`config.mk`:
```
export PLATFORM = sky130hd
export DESIGN_NAME = mstp_translator_pwm
export DESIGN_NICKNAME = d
export VERILOG_FILES = /design/src/mstp_pkg.sv /design/src/mstp_translator_pwm.sv
export SDC_FILE = /design/constraint.sdc
export NUM_CORES = 1
export LEC_CHECK = 0
export BUFFER_PORTS_ARGS = -buffer_cell sky130_fd_sc_hd__buf_2
export CORE_ASPECT_RATIO = 0.5
export CORE_MARGIN = 10
export CORE_UTILIZATION = 60
export CTS_BUF_LIST = sky130_fd_sc_hd__clkbuf_8
export CTS_CLUSTER_DIAMETER = 30
export DETAILED_ROUTE_END_ITERATION = 8
export GPL_TIMING_DRIVEN = 0
export PLACE_DENSITY = 0.83
export REMOVE_ABC_BUFFERS = 1
export SYNTH_ARGS = -nofsm -noshare
export SYNTH_HDL_FRONTEND = slang
export SYNTH_SLANG_ARGS = --single-unit
```
`constraint.sdc`:
```
create_clock -name pclk -period 6.1 [get_ports pclk]
set_input_delay 0.305 -clock pclk [delete_from_list [all_inputs] [get_ports pclk]]
set_output_delay 0.305 -clock pclk [all_outputs]
set_load 0.02 [all_outputs]
```
`src/mstp_pkg.sv`:
```
// Shared constants and types for the microstep translator and PWM block.
package mstp_pkg;

	// Clock period of pclk in nanoseconds.
	localparam int CLK_NS = 25;
	// Typical fixed off-time in nanoseconds.
	localparam int OFF_NS = 38000;
	// Typical blanking time in nanoseconds.
	localparam int BLANK_NS = 950;
	// Off-time in cycles, rounded down.
	localparam logic [15:0] OFF_CYC = 16'(OFF_NS / CLK_NS);
	// Blanking in cycles, rounded up.
	localparam logic [15:0] BLANK_CYC = 16'((BLANK_NS + CLK_NS - 1) / CLK_NS);

	// Register byte offsets.
	localparam logic [11:0] REG_OFF = 12'h000;
	localparam logic [11:0] REG_BLANK = 12'h004;
	localparam logic [11:0] REG_STAT = 12'h008;
	localparam logic [11:0] REG_DAC = 12'h00C;

	// Home index: the 45 degree entry of the eighth-step table.
	localparam logic [4:0] HOME_POS = 5'h04;
	// Magnitude of both phases at home, hundredths of a percent.
	localparam logic [13:0] HOME_MAG = 14'h1B9F;

	// Bit positions of the synchronised input vector.
	localparam int IN_STEP = 0;
	localparam int IN_DIR = 1;
	localparam int IN_RS0 = 2;
	localparam int IN_RS1 = 3;
	localparam int IN_RST_N = 4;
	localparam int IN_EN_N = 5;
	localparam int IN_SLP_N = 6;
	localparam int IN_DEC_HI = 7;
	localparam int IN_DEC_LO = 8;
	localparam int IN_OVT = 9;
	localparam int IN_UV = 10;
	localparam int IN_TRIP = 11;
	localparam int IN_NODE = 13;
	localparam int NUM_IN = 15;

	// Decay modes of one bridge.
	typedef enum logic [2:0] {
		DEC_SLOW = 3'h1,
		DEC_FAST = 3'h2,
		DEC_MIXED = 3'h4
	} mstp_decay_e;

	// Regulator states of one bridge.
	typedef enum logic [2:0] {
		PWM_ON = 3'h1,
		PWM_OFF_FAST = 3'h2,
		PWM_OFF_SLOW = 3'h4
	} mstp_pwm_e;

	// Four switches of one H bridge.
	typedef struct packed {
		logic src_a;
		logic snk_a;
		logic src_b;
		logic snk_b;
	} mstp_drive_s;

	// Level of one phase: sign and magnitude in hundredths of a percent.
	typedef struct packed {
		logic neg;
		logic [13:0] mag;
	} mstp_level_s;

	// Status word as read by software.
	typedef struct packed {
		logic [10:0] rsvd;
		logic home;
		logic uv;
		logic ovt;
		logic outs_on;
		mstp_pwm_e pwm1;
		mstp_pwm_e pwm0;
		mstp_decay_e dec1;
		mstp_decay_e dec0;
		logic [4:0] pos;
	} mstp_stat_s;

	// Magnitude of sine at an eighth-step index, hundredths of a percent.
	function automatic logic [13:0] sin_mag(input logic [4:0] idx);
		logic [3:0] t;
		t = (idx[3:0] <= 4'h8) ? idx[3:0] : 4'h0 - idx[3:0];
		case (t)
			4'h0: sin_mag = 14'h0000;
			4'h1: sin_mag = 14'h079F;
			4'h2: sin_mag = 14'h0EF3;
			4'h3: sin_mag = 14'h15B4;
			4'h4: sin_mag = 14'h1B9F;
			4'h5: sin_mag = 14'h207B;
			4'h6: sin_mag = 14'h2417;
			4'h7: sin_mag = 14'h2650;
			default: sin_mag = 14'h2710;
		endcase
	endfunction

endpackage

```
`src/mstp_translator_pwm.sv`:
```
// Microstep translator with fixed off-time PWM regulation for two bridges.
//
// Operation
// Reset loads home levels, mixed decay.
// Step moves both DACs to next entry.
// Falling level takes decay from setting input.
// Equal or rising level uses slow decay.
// Reset input holds home, outputs off.
// Steps ignored while reset input low.
// Only step rising edge advances one increment.
// Resolution change applies at next step.
// Direction level picks forward or backward walk.
// PWM cycle starts with diagonal pair on.
// Trip ends on-time; decay picks drivers off.
// One-shot holds drivers off for off-time.
// Comparator blanked after each switch-on.
// Enable low enables, high disables outputs.
// Translator inputs work regardless of enable.
// Overtemperature disables outputs until cleared.
// Undervoltage disables drivers, forces home.
// Sleep low disables; high starts at home.
// Setting level selects slow, fast or mixed.
// Mixed: fast until timing node reaches setting.
// Mixed: slow for rest of off-time.
// DAC trip is table percent over hundred.
// Select bits decode full, half, quarter, eighth.
// 32-entry table, home at 45 degrees.
// Index steps 8/4/2/1, wraps, reverses.
// Analog conditions are digital inputs, counts.
`timescale 1ns/10ps

module mstp_translator_pwm #(
	parameter int ADDR_W = 12
) (
	input wire logic pclk,
	input wire logic presetn,
	input wire logic psel,
	input wire logic penable,
	input wire logic pwrite,
	input wire logic [ADDR_W-1:0] paddr,
	input wire logic [31:0] pwdata,
	output logic [31:0] prdata,
	output logic pready,
	output logic pslverr,
	input wire logic step_in,
	input wire logic dir_in,
	input wire logic resolution_select_0,
	input wire logic resolution_select_1,
	input wire logic dev_reset_n,
	input wire logic out_enable_n,
	input wire logic sleep_n,
	input wire logic decay_setting_above_hi,
	input wire logic decay_setting_below_lo,
	input wire logic overtemp_fault,
	input wire logic supply_undervoltage_lockout,
	input wire logic [1:0] sense_trip,
	input wire logic [1:0] timing_node_at_setting,
	output mstp_pkg::mstp_drive_s [1:0] bridge_drive,
	output mstp_pkg::mstp_level_s [1:0] dac_level
);

	// Raw pin vector gathered for one synchroniser loop.
	logic [mstp_pkg::NUM_IN-1:0] raw_w;
	// Synchroniser stages and the debounced value.
	logic [mstp_pkg::NUM_IN-1:0] s1_q;
	logic [mstp_pkg::NUM_IN-1:0] s2_q;
	logic [mstp_pkg::NUM_IN-1:0] s3_q;
	logic [mstp_pkg::NUM_IN-1:0] in_q;

	// Analog comparators and faults arrive as plain digital levels.
	assign raw_w = {timing_node_at_setting, sense_trip,
		supply_undervoltage_lockout, overtemp_fault,
		decay_setting_below_lo, decay_setting_above_hi,
		sleep_n, out_enable_n, dev_reset_n,
		resolution_select_1, resolution_select_0, dir_in, step_in};

	// Every pin passes three flops; a change counts once stages two and three agree.
	// All stages reset low, so active-low pins read asserted at first and the block waits at home.
	genvar gi;
	generate
		for (gi = 0; gi < mstp_pkg::NUM_IN; gi++)
		begin : g_sync
			always_ff @(posedge pclk or negedge presetn)
			begin
				if (!presetn)
				begin
					s1_q[gi] <= 1'b0;
					s2_q[gi] <= 1'b0;
					s3_q[gi] <= 1'b0;
					in_q[gi] <= 1'b0;
				end
				else
				begin
					s1_q[gi] <= raw_w[gi];
					s2_q[gi] <= s1_q[gi];
					s3_q[gi] <= s2_q[gi];
					if (s2_q[gi] == s3_q[gi])
					begin
						in_q[gi] <= s3_q[gi];
					end
				end
			end
		end
	endgenerate

	// Software-set off-time and blanking, in pclk cycles.
	logic [15:0] off_cyc_q;
	logic [15:0] blank_cyc_q;
	// Previous step level for edge detection.
	logic step_prev_q;
	// Translator position and per-bridge state.
	logic [4:0] pos_q;
	logic [4:0] pos_d;
	mstp_pkg::mstp_decay_e [1:0] dec_q;
	mstp_pkg::mstp_decay_e [1:0] dec_d;
	mstp_pkg::mstp_level_s [1:0] lvl_q;
	mstp_pkg::mstp_level_s [1:0] lvl_d;
	mstp_pkg::mstp_pwm_e [1:0] pwm_q;
	mstp_pkg::mstp_pwm_e [1:0] pwm_d;
	logic [15:0] tmr_q [2];
	logic [15:0] tmr_d [2];
	mstp_pkg::mstp_drive_s [1:0] drv_q;
	mstp_pkg::mstp_drive_s [1:0] drv_d;

	// Home is forced by the reset pin, undervoltage or sleep.
	wire home_w = !in_q[mstp_pkg::IN_RST_N] || in_q[mstp_pkg::IN_UV]
		|| !in_q[mstp_pkg::IN_SLP_N];
	// Outputs need enable low and no fault or home condition.
	wire outs_on_w = !home_w && !in_q[mstp_pkg::IN_EN_N] && !in_q[mstp_pkg::IN_OVT];
	// A rising edge alone steps; enable plays no part in it.
	wire step_edge_w = in_q[mstp_pkg::IN_STEP] && !step_prev_q;
	// Steps count only while home is not forced.
	wire step_go_w = step_edge_w && !home_w;

	// Resolution is sampled live, so it only matters at a step edge.
	wire [1:0] res_w = {in_q[mstp_pkg::IN_RS1], in_q[mstp_pkg::IN_RS0]};
	wire [4:0] inc_w = 5'h08 >> res_w;

	// Next index wraps modulo 32; direction high walks the table backward.
	wire [4:0] pos_fwd_w = pos_q + inc_w;
	wire [4:0] pos_rev_w = pos_q - inc_w;
	wire [4:0] pos_next_w = in_q[mstp_pkg::IN_DIR] ? pos_rev_w : pos_fwd_w;

	// Decay picked by the setting level.
	wire mstp_pkg::mstp_decay_e set_dec_w = in_q[mstp_pkg::IN_DEC_HI] ? mstp_pkg::DEC_SLOW
		: in_q[mstp_pkg::IN_DEC_LO] ? mstp_pkg::DEC_FAST : mstp_pkg::DEC_MIXED;

	// Translator next state: phase 0 follows cosine, phase 1 follows sine.
	always_comb
	begin
		logic [4:0] cidx;
		cidx = 5'h00;
		pos_d = pos_q;
		lvl_d = lvl_q;
		dec_d = dec_q;
		if (home_w)
		begin
			pos_d = mstp_pkg::HOME_POS;
		end
		else if (step_go_w)
		begin
			pos_d = pos_next_w;
		end
		cidx = pos_d + 5'h08;
		// Levels hold hundredths of a percent of the maximum trip.
		lvl_d[0].mag = mstp_pkg::sin_mag(cidx);
		lvl_d[0].neg = cidx[4] && (cidx[3:0] != 4'h0);
		lvl_d[1].mag = mstp_pkg::sin_mag(pos_d);
		lvl_d[1].neg = pos_d[4] && (pos_d[3:0] != 4'h0);
		// Falling is judged on magnitude alone, since the comparator sees only size.
		for (int b = 0; b < 2; b++)
		begin
			if (home_w)
			begin
				dec_d[b] = mstp_pkg::DEC_MIXED;
			end
			else if (step_go_w && lvl_d[b].mag < lvl_q[b].mag)
			begin
				dec_d[b] = set_dec_w;
			end
			else if (step_go_w)
			begin
				dec_d[b] = mstp_pkg::DEC_SLOW;
			end
		end
	end

	// Translator registers; chip reset lands on the home entry.
	always_ff @(posedge pclk or negedge presetn)
	begin
		if (!presetn)
		begin
			step_prev_q <= 1'b0;
			pos_q <= mstp_pkg::HOME_POS;
			lvl_q <= {2{1'b0, mstp_pkg::HOME_MAG}};
			dec_q <= '{mstp_pkg::DEC_MIXED, mstp_pkg::DEC_MIXED};
		end
		else
		begin
			step_prev_q <= in_q[mstp_pkg::IN_STEP];
			pos_q <= pos_d;
			lvl_q <= lvl_d;
			dec_q <= dec_d;
		end
	end

	// Per-bridge regulator: on with blanking, off for the one-shot time.
	// A release from disable counts as a switch-on, so it restarts blanking too.
	always_comb
	begin
		for (int b = 0; b < 2; b++)
		begin
			pwm_d[b] = pwm_q[b];
			tmr_d[b] = (tmr_q[b] != 16'h0000) ? tmr_q[b] - 16'h0001 : 16'h0000;
			drv_d[b] = '0;
			if (!outs_on_w)
			begin
				// Disabled bridges restart a fresh on-time when released.
				pwm_d[b] = mstp_pkg::PWM_ON;
				tmr_d[b] = blank_cyc_q;
			end
			else
			begin
				case (pwm_q[b])
					mstp_pkg::PWM_ON:
					begin
						// Trip is ignored while the blank timer runs.
						if (tmr_q[b] == 16'h0000 && in_q[mstp_pkg::IN_TRIP + b])
						begin
							pwm_d[b] = (dec_q[b] == mstp_pkg::DEC_SLOW)
								? mstp_pkg::PWM_OFF_SLOW : mstp_pkg::PWM_OFF_FAST;
							tmr_d[b] = off_cyc_q;
						end
					end
					mstp_pkg::PWM_OFF_FAST:
					begin
						if (tmr_q[b] == 16'h0000)
						begin
							pwm_d[b] = mstp_pkg::PWM_ON;
							tmr_d[b] = blank_cyc_q;
						end
						else if (dec_q[b] == mstp_pkg::DEC_MIXED
							&& in_q[mstp_pkg::IN_NODE + b])
						begin
							pwm_d[b] = mstp_pkg::PWM_OFF_SLOW;
						end
					end
					mstp_pkg::PWM_OFF_SLOW:
					begin
						if (tmr_q[b] == 16'h0000)
						begin
							pwm_d[b] = mstp_pkg::PWM_ON;
							tmr_d[b] = blank_cyc_q;
						end
					end
					default:
					begin
						pwm_d[b] = mstp_pkg::PWM_ON;
						tmr_d[b] = blank_cyc_q;
					end
				endcase
				// Drivers follow the state being entered.
				case (pwm_d[b])
					mstp_pkg::PWM_ON:
					begin
						// Diagonal pair sets the winding polarity.
						drv_d[b].src_a = !lvl_q[b].neg;
						drv_d[b].snk_b = !lvl_q[b].neg;
						drv_d[b].src_b = lvl_q[b].neg;
						drv_d[b].snk_a = lvl_q[b].neg;
					end
					mstp_pkg::PWM_OFF_SLOW:
					begin
						// Only the source drops; the sink keeps recirculating.
						drv_d[b].snk_b = !lvl_q[b].neg;
						drv_d[b].snk_a = lvl_q[b].neg;
					end
					default:
					begin
						drv_d[b] = '0;
					end
				endcase
			end
		end
	end

	// Regulator registers; outputs start off.
	always_ff @(posedge pclk or negedge presetn)
	begin
		if (!presetn)
		begin
			pwm_q <= '{mstp_pkg::PWM_ON, mstp_pkg::PWM_ON};
			tmr_q[0] <= 16'h0000;
			tmr_q[1] <= 16'h0000;
			drv_q <= '0;
		end
		else
		begin
			pwm_q <= pwm_d;
			tmr_q[0] <= tmr_d[0];
			tmr_q[1] <= tmr_d[1];
			drv_q <= drv_d;
		end
	end

	// Drive and level ports leave their registers directly, so pins see no decode glitch.
	assign bridge_drive = drv_q;
	assign dac_level = lvl_q;

	// APB decode; the answer comes one cycle into the access phase.
	// Read data is captured a cycle early so prdata leaves a flop, not the mux.
	logic [31:0] rdata_q;
	logic ready_q;
	logic err_q;
	wire [11:0] addr_w = 12'(paddr);
	wire acc_w = psel && penable && !ready_q;
	wire done_w = psel && penable && ready_q;
	wire hit_off_w = addr_w == mstp_pkg::REG_OFF;
	wire hit_blank_w = addr_w == mstp_pkg::REG_BLANK;
	wire hit_stat_w = addr_w == mstp_pkg::REG_STAT;
	wire hit_dac_w = addr_w == mstp_pkg::REG_DAC;
	wire hit_w = hit_off_w || hit_blank_w || hit_stat_w || hit_dac_w;
	mstp_pkg::mstp_stat_s stat_w;
	assign stat_w = {11'h000, home_w, in_q[mstp_pkg::IN_UV], in_q[mstp_pkg::IN_OVT],
		outs_on_w, pwm_q[1], pwm_q[0], dec_q[1], dec_q[0], pos_q};
	wire [31:0] dac_w = {1'b0, lvl_q[1], 1'b0, lvl_q[0]};
	wire [31:0] rsel_w = hit_off_w ? {16'h0000, off_cyc_q}
		: hit_blank_w ? {16'h0000, blank_cyc_q}
		: hit_stat_w ? 32'(stat_w)
		: hit_dac_w ? dac_w : 32'h00000000;

	// Bus handshake and read capture; unmapped addresses answer with an error.
	always_ff @(posedge pclk or negedge presetn)
	begin
		if (!presetn)
		begin
			ready_q <= 1'b0;
			err_q <= 1'b0;
			rdata_q <= 32'h00000000;
		end
		else
		begin
			ready_q <= acc_w;
			err_q <= acc_w && !hit_w;
			if (acc_w && !pwrite)
			begin
				rdata_q <= rsel_w;
			end
		end
	end

	// Writes land at the completing edge; status and DAC words are read-only.
	always_ff @(posedge pclk or negedge presetn)
	begin
		if (!presetn)
		begin
			off_cyc_q <= mstp_pkg::OFF_CYC;
			blank_cyc_q <= mstp_pkg::BLANK_CYC;
		end
		else if (done_w && pwrite && hit_off_w)
		begin
			off_cyc_q <= pwdata[15:0];
		end
		else if (done_w && pwrite && hit_blank_w)
		begin
			blank_cyc_q <= pwdata[15:0];
		end
	end

	// Bus outputs are the registered handshake values.
	assign prdata = rdata_q;
	assign pready = ready_q;
	assign pslverr = err_q;

endmodule // mstp_translator_pwm

```
Yosys cells after proc, flatten, opt, wreduce, memory -nomap -nowiden
Memories as Yosys holds them, arrays and structs flattened. Index checks and enable logic that the tools add are counted.

Memories kept: 2. Bits of input ports: 64. Output and inout port bits: 72. Memory bits (read-only): 224. Register bits after elaboration: 214.

Shifts and indexed selects: 1. Add/subtract/negate cells: 7. Mux-type cells: 54. Bitwise operators: 1. Eq/ne operators: 32. $lt $le $gt $ge: 4. Reduce and logical (&&, ||, !) cells: 50.

Memory list: (no name shown) (words 8, bits a word 14, rd ports 1, clocked after Yosys merged registers in 0, wr ports 0, RTL line mstp_pkg.sv:88) `case (t)`; (no name shown) (words 8, bits a word 14, rd ports 1, clocked after Yosys merged registers in 0, wr ports 0, RTL line mstp_pkg.sv:88).

Operators by type and width (number): $mux 16 (8); $mux 31 (4); $pmux 16 s2 (2); $mux 3 (21); $logic_not 16->1 (2); $reduce_bool 16->1 (2); $sub 16x1->16 const B (2); $lt 14x14->1 (2); $mux 14 (2); $eq 12x4->1 const B (2); $logic_and 1x1->1 (20); $eq 3x1->1 const B (6); $eq 3x3->1 const B (6); $pmux 3 s3 (2); $mux 4 (4); $eq 1x1->1 (15); $mux 5 (3); $eq 12x3->1 const B (1); $logic_not 12->1 (1); $logic_not 1->1 (11); $le 4x4->1 const B (2); $mux 1 (8); $reduce_bool 4->1 (2); $reduce_or 2->1 (4); 10 further kinds (17).

Depth between registers and ports, before layout
Gate-level depths: netlist of the first run. An unclocked memory read counts as a cell.

Depth after elaboration: 16. Gate-level depth with buffers: 23.

Worst setup path after synthesis of the first run
Ideal clock, no wire load.

Kind: register to register. Start point: reg in_q[3] (netlist name). End point: reg dec_q[3] (netlist name). Path buffers: 1. Data required time: 5980 ps. Setup slack: 830 ps. Arrival: 5150 ps. Cell stages (with the launch flop): 24. Path through: dfrtp_1 nor2b_1 inv_1 ha_1 mux2_2 fa_1 a211oi_1 inv_1 ha_1 clkbuf_1 inv_1 and2_1 a21o_1 nand2_1 o21ai_0 a21oi_1 ha_1 a21o_1 a2111o_1 a31oi_1 nand2_1 nor4_1 a21oi_2 o211a_1.

RTL lines: start, declared (RTL line mstp_translator_pwm.sv:68) `logic [mstp_pkg::NUM_IN-1:0] in_q;`; start signal, assigned by index (RTL line mstp_translator_pwm.sv:99) `in_q[gi] <= s3_q[gi];`; end signal, assigned (RTL line mstp_translator_pwm.sv:196) `dec_q <= '{mstp_pkg::DEC_MIXED, mstp_pkg::DEC_MIXED};`; end, declared (RTL line mstp_translator_pwm.sv:114) `mstp_pkg::mstp_decay_e [1:0] dec_q;`.

==> results of run 1 <==
[power groups by stage]
stage | clock, mW | sequential [mW] | combinational (mW)
floorplan | 0 | 1.53 | 0.216
global placement | 0 | 1.52 | 0.358
detailed placement | 0 | 1.52 | 0.375
CTS | 1.15 | 1.49 | 0.395
global route | 1.22 | 1.50 | 0.449
finish | 1.13 | 1.50 | 0.403
[final cells by class]
cell class / instances / area, sq um / share of cell area [%]
antenna: 1 / 2.50 / 0.0210
tap: 227 / 284 / 2.38
timing repair buffer: 155 / 986 / 8.27
multi-input combinational: 623 / 4520 / 37.9
clock inverter: 19 / 119 / 0.996
sequential: 211 / 5320 / 44.6
clock buffer: 37 / 509 / 4.27
inverter: 49 / 186 / 1.56
[flip-flops by register name (all words and copies together), names as in the netlist, 6 cells and up]
| register | count |
|---|---|
| dac_level | 28 |
| dec_q | 6 |
| in_q | 15 |
| blank_cyc_q | 16 |
| prdata | 31 |
| bridge_drive | 8 |
| s1_q | 15 |
| pwm_q | 6 |
| s2_q | 15 |
| tmr_q | 32 |
| off_cyc_q | 16 |
| s3_q | 15 |
[through the flow]
| stage | total power [mW] | setup TNS [ps] | setup WS [ps] |
|---|---|---|---|
| 5_1_grt | 3.17 | 0 | 3.27 |
| 2_1_floorplan | 1.74 | 0 | 904 |
| 3_3_place_gp | 1.87 | 0 | 77.5 |
| 6_report | 3.03 | 0 | 502 |
| 4_1_cts | 3.04 | 0 | 52.2 |
| 3_5_place_dp | 1.89 | -141 | -57.4 |
[worst register-to-register path: stages (launching register included)]
cell       delay (ps)
dfrtp_1           440
nor2b_1           190
inv_1              60
ha_1              280
mux2_2            290
fa_1              630
a211oi_4          120
inv_1             140
ha_2              310
nand3_1           210
o21ai_1           290
mux2i_2           390
a21oi_1           110
or2_1             250
ha_1              200
a21o_1            170
a21o_1            190
a2111oi_2         450
nand3_1           160
o41ai_1           290
a31oi_1           140
o21ai_0           230
[cells by family after synthesis]
family,Yosys count
and+or+nand+nor,268
AOI/OAI and AO/OA,214
DFF,211
buffers and inverters,91
muxes,57
adders and majority gates,50
xor gates and xnor gates,33
other,1
[worst paths after layout]
kind | from | end | slack (ps) | cells after the start
worst max-delay path | in_q[3] | dec_q[1] | 500 | 21
worst min-delay path | pwdata[12] | blank_cyc_q[12] | 20 | 2
worst max register to register | in_q[3] | dec_q[1] | 500 | 21
worst min register to register | s1_q[13] | s2_q[13] | 340 | 0
max in group asynchronous | presetn | dac_level[8] | 4680 | 3
min in group asynchronous | presetn | s1_q[4] | 420 | 2
[Yosys cell counts (7+ instances only)]
cell,number,area [sq um]
a211oi_1,7,52.6
a21o_1,8,60.1
a21oi_1,37,185
a22o_1,11,96.3
a22oi_1,29,218
buf_2,9,45.0
buf_4,7,52.6
clkbuf_1,25,93.8
dfrtp_1,179,4480
dfstp_2,32,841
ha_1,34,425
inv_1,48,180
maj3_1,15,150
mux2_2,34,383
mux2i_1,15,150
mux4_2,7,158
nand2_1,100,375
nand2b_1,10,62.6
nand3_1,17,85.1
nand4_1,8,50.1
nor2_1,52,195
nor3_1,18,90.1
nor4_1,8,50.1
o21ai_0,52,260
o2bb2ai_1,15,131
xnor2_1,19,166
xor2_1,13,114
[metal layers]
metal	vias to the layer above	part of all wire, %
met4	0	2.7
met3	60	6.9
li1	3640	-
met2	338	49
met5	-	0
met1	3955	42
[what timing repair did]
| action | 4_1_cts | 5_1_grt |
|---|---|---|
| cloned | 0 | 0 |
| gates resized for setup | 1 | 8 |
| buffers inserted | 0 | 3 |
| hold buffers | 30 | 0 |
| pin swaps | 0 | 1 |
| endpoints found under the hold margin | 149 | 0 |
| endpoints found under the setup margin | 3 | 6 |
==> flow_metrics.env, run 1 <==
export IMPL_status="completed"
export IMPL_clkPwrFrac_pct=37.3
export IMPL_slew_limit_headroom_pct=27.5
export IMPL_port_buffers=118
export IMPL_synth_top_family_by_area="compound AO/OA/AOI/OAI gates"
export IMPL_start_kind="flop"
export IMPL_finalCoreUtilization_pct=72.4
export IMPL_die_area_sq_mm=0.0229
export IMPL_cp_arrival_ps=6070
export IMPL_synthAdderAreaFrac_pct=5.86
export IMPL_final_cells=1322
export IMPL_tightest_slew_ps=1080
export IMPL_grtUsageMet2_pct=38.9
export IMPL_first_global_vias=8141
export IMPL_synth_ff_type="dfrtp_1"
export IMPL_power_density_mw_per_mm2=254
export IMPL_top_usage_layer="met2"
export IMPL_final_antenna_net_count=0
export IMPL_whs_ps=16.5
export IMPL_drtIter0Drc=845
export IMPL_dp_hpwl_mm=18.6
export IMPL_fin_crit_ps=5600
export IMPL_clock_path_buffers=3
export IMPL_fin_skew_ps=21.2
export IMPL_hold_viol=0
export IMPL_wire_per_inst_microns=20.2
export IMPL_clock_sinks=211
export IMPL_p_int_mw=2.20
export IMPL_fp_dieW_microns=204
export IMPL_final_common_cell="dfrtp_1"
export IMPL_syn_avg_cell_area_sq_um=11.0
export IMPL_synth_area_sq_mm=0.0102
export IMPL_start_util_pct=61.7
export IMPL_ctsHtreeMaxLevel=1
export IMPL_setup_viol=0
export IMPL_grt_usage_pct=23.4
export IMPL_critical_path_buf_inv_count=2
export IMPL_synth_mux_area_share_pct=6.94
export IMPL_post_route_period_util_pct=91.8
export IMPL_vias_per_cell=6.05
export IMPL_clk_latency_ps=570
export IMPL_ios=136
export IMPL_ys_ff_latch=211
export IMPL_pwr_share_seq_pct=49.4
export IMPL_max_stage_delay_ps=630
export IMPL_combPwrFrac_pct=13.3
export IMPL_cts_tree="built"
export IMPL_crit_path_end_kind="flop"
export IMPL_leakagePower_nw=5.65
export IMPL_sw_frac_of_total_pct=27.3
export IMPL_cp_required_ps=6570
export IMPL_grt_first_pass_wirelength_mm=43.8
export IMPL_switchingPower_mw=0.828
export IMPL_critPathMaxFanout=10
export IMPL_placedInstanceArea_sq_mm=0.0109
export IMPL_core_area_sq_mm=0.0165
export IMPL_cp_slowest_cell="fa_1"
export IMPL_ir_worst_vdd_mv=0.223
export IMPL_final_nets=1169
export IMPL_grt_max_degree=122
export IMPL_crit_type="flop to flop"
export IMPL_min_path_type="primary input to flop"
export IMPL_synth_async_reset_ratio_pct=100
export IMPL_gp_congestion=0.916
export IMPL_synth_simple_area_share_pct=13.5
export IMPL_cts_root_buf="clkbuf_8"
export IMPL_slew_violations=0
export IMPL_drive_above_1_share_pct=25.2
export IMPL_synth_compound_area_share_pct=14.6
export IMPL_vias=7993
export IMPL_drt_pass1_iter_count=6
export IMPL_finalWirelength_mm=26.7
export IMPL_rsz0062_at_grt="no"
export IMPL_fmax_mhz=179
export IMPL_die_h_microns=112
export IMPL_gr_usage_met1_pct=30.7
export IMPL_place_inst=1232
export IMPL_final_cell_mix="179 x dfrtp_1, 118 x buf_2, 100 x nand2_1, 57 x inv_1, 52 x nor2_1"
export IMPL_antenna_found_initial=1
export IMPL_fin_area_sq_mm=0.0119
export IMPL_cpLargestDelayFamily="compound AO/OA/AOI/OAI gates"
export IMPL_ys_types=86
export IMPL_cts_buffers=30
export IMPL_clkTransAtPathRegs_ps=70
export IMPL_fill_cells=1122
export IMPL_synth_xor_area_share_pct=2.92
export IMPL_ys_warn_count=0
export IMPL_rows=33
export IMPL_ys_seq_area_share_pct=52.3
export IMPL_max_cap_violations=0
export IMPL_grt_overflow=0
export IMPL_synth_cells=925
export IMPL_cp_cell_sequence="nor2b_1 > inv_1 > ha_1 > mux2_2 > fa_1 > a211oi_4 > inv_1 > ha_2 > nand3_1 > o21ai_1 > mux2i_2 > a21oi_1 > or2_1 > ha_1 > a21o_1 > a21o_1 > a2111oi_2 > nand3_1 > o41ai_1 > a31oi_1 > o21ai_0"
export IMPL_synth_edff_count=0
export IMPL_drc=0
export IMPL_grt_use_met3_pct=4.25
export IMPL_area_delta_synth_final_pct=17.4
Power figures use the tool's default switching activity.
==> run 2, diff against run 1 <==
- CELL_PAD_IN_SITES_DETAIL_PLACEMENT: not set -> 1
- CELL_PAD_IN_SITES_GLOBAL_PLACEMENT: not set -> 1
- CORE_UTILIZATION: 60 -> 47
- PLACE_DENSITY: 0.83 -> not set
- PLACE_DENSITY_LB_ADDON: not set -> 0.1
==> flow_metrics.env, run 2 (synthesis results as in run 1) <==
export IMPL_place_inst=1298
export IMPL_ctsHtreeMaxLevel=2
export IMPL_grt_overflow=0
export IMPL_antenna_found_initial=0
export IMPL_clock_path_buffers=3
export IMPL_first_global_vias=8631
export IMPL_cp_required_ps=6550
export IMPL_gp_congestion=0.872
export IMPL_rows=37
export IMPL_drtIter0Drc=444
export IMPL_ir_worst_vdd_mv=0.216
export IMPL_crit_type="flop to flop"
export IMPL_tightest_slew_ps=1080
export IMPL_ios=136
export IMPL_fp_dieW_microns=228
export IMPL_setup_slack_ps=464
export IMPL_critPathCapture="dec_q[1]"
export IMPL_status="completed"
export IMPL_fmax_mhz=177
export IMPL_r2r_cells=21
export IMPL_r2r_end="dec_q[1]"
export IMPL_die_area_sq_mm=0.0283
export IMPL_start_util_pct=48.7
export IMPL_drc=0
export IMPL_drive_above_1_share_pct=26.3
export IMPL_finalWirelength_mm=30.6
export IMPL_rsz0062_at_grt="no"
export IMPL_final_common_cell="dfrtp_1"
export IMPL_r2r_start="in_q[3]"
export IMPL_crit_start="in_q[3]"
export IMPL_area_delta_synth_final_pct=18.6
export IMPL_die_h_microns=124
export IMPL_final_cell_mix="179 x dfrtp_1, 117 x buf_2, 100 x nand2_1, 61 x inv_1, 52 x nor2_1"
export IMPL_clock_sinks=211
export IMPL_cts_root_buf="clkbuf_8"
export IMPL_fin_area_sq_mm=0.0121
export IMPL_clk_latency_ps=540
export IMPL_placedInstanceArea_sq_mm=0.0111
export IMPL_slew_violations=0
export IMPL_final_nets=1167
export IMPL_drt_pass1_iter_count=4
export IMPL_port_buffers=118
export IMPL_fin_crit_ps=5640
export IMPL_leakagePower_nw=5.70
export IMPL_wire_per_inst_microns=22.1
export IMPL_start_kind="flop"
export IMPL_dp_hpwl_mm=21.9
export IMPL_cts_tree="built"
export IMPL_fin_skew_ps=31.3
export IMPL_cts_buffers=36
export IMPL_crit_path_end_kind="flop"
export IMPL_grt_max_degree=86
export IMPL_largest_register_ffs=32
export IMPL_critPathMaxFanout=10
export IMPL_max_cap_violations=0
export IMPL_reg2reg_slack_ps=460
export IMPL_final_cells=1388
export IMPL_regMostFlops="tmr_q"
export IMPL_min_path_type="primary input to flop"
export IMPL_finalPower_mw=3.20
export IMPL_post_route_period_util_pct=92.4
export IMPL_vias_per_cell=5.72
export IMPL_setup_viol=0
export IMPL_cp_arrival_ps=6080
export IMPL_vias=7944
export IMPL_grt_usage_pct=21.4
export IMPL_clkTransAtPathRegs_ps=70
export IMPL_diodes=0
export IMPL_hold_viol=0
export IMPL_power_density_mw_per_mm2=266
export IMPL_core_area_sq_mm=0.0209
export IMPL_grt_first_pass_wirelength_mm=48.5
export IMPL_finalCoreUtilization_pct=57.7
export IMPL_place_ws_ps=-161
export IMPL_slew_limit_headroom_pct=27.7
export IMPL_final_antenna_net_count=0
-- run 2: cell types whose count changed in the layout (fill, tap and decap cells not counted), sizes merged --
cell,change
buf,+4
clkbuf,+6
clkinv,+2
clkinvlp,-2
diode,-1
dlygate4sd3,-12
inv,+4
-- run 2: worst min-delay path by stage --
| stage | from | end | slack, ps | cells past startpoint |
|---|---|---|---|---|
| floorplan | presetn | blank_cyc_q[0] | 9 | 0 |
| detailed placement | presetn | s1_q[6] | 250 | 1 |
| CTS | pwdata[11] | blank_cyc_q[11] | 4 | 2 |
| global route | pwdata[6] | blank_cyc_q[6] | 3 | 2 |
| global placement | s1_q[11] | s2_q[11] | 330 | 0 |
| finish | pwdata[1] | off_cyc_q[1] | 20 | 2 |
-- run 2: cell type report --
| class | instances | area (sq um) |
|---|---|---|
| clock inverter | 23 | 136 |
| tap | 292 | 365 |
| timing repair buffer | 147 | 922 |
| fill | 2295 | 8820 |
| multi-input combinational | 623 | 4530 |
| clock buffer | 43 | 592 |
| sequential | 211 | 5320 |
| inverter | 49 | 186 |
-- run 2: layer usage --
metal | track usage [%] | routed length (microns) | up-vias
met4 | 5.75 | 530 | 0
met5 | 0 | 0 | -
li1 | - | - | 3644
met3 | 4.04 | 1480 | 43
met1 | 27.7 | 13700 | 4094
met2 | 36.7 | 14900 | 163
-- run 2: report_power, final --
group,internal [mW],switching (mW)
Sequential,1.46,0.0425
Combinational,0.153,0.259
Clock,0.689,0.605
Total,2.30,0.906
-- run 2: what timing repair did --
action	CTS	global route
setup endpoints to repair	6	6
hold endpoints to repair	64	0
hold buffers	18	0
pin swaps	0	2
buffers inserted	0	6
resized for setup	1	9
-- run 2: worst max-delay path: stages, from the launching register on --
cell	delay [ps]
dfrtp_1	450
nor2b_1	210
inv_1	60
ha_1	280
mux2_2	300
fa_1	640
a211oi_4	120
inv_1	140
ha_2	320
nand3_1	200
o21ai_1	300
mux2i_2	400
a21oi_1	110
or2_1	270
ha_1	200
a21o_1	150
a21o_1	180
a2111oi_2	410
nand3_1	170
o41ai_1	280
a31oi_1	140
o21ai_0	210
-- run 2: metrics by stage --
| step | hold slack, ps | setup TNS [ps] |
|---|---|---|
| final | 23.4 | 0 |
| after global routing | 2.89 | 0 |
| after CTS | 3.50 | 0 |
| after detailed placement | 254 | -528 |
| after global placement | 332 | 0 |
| after floorplan | 9.41 | 0 |
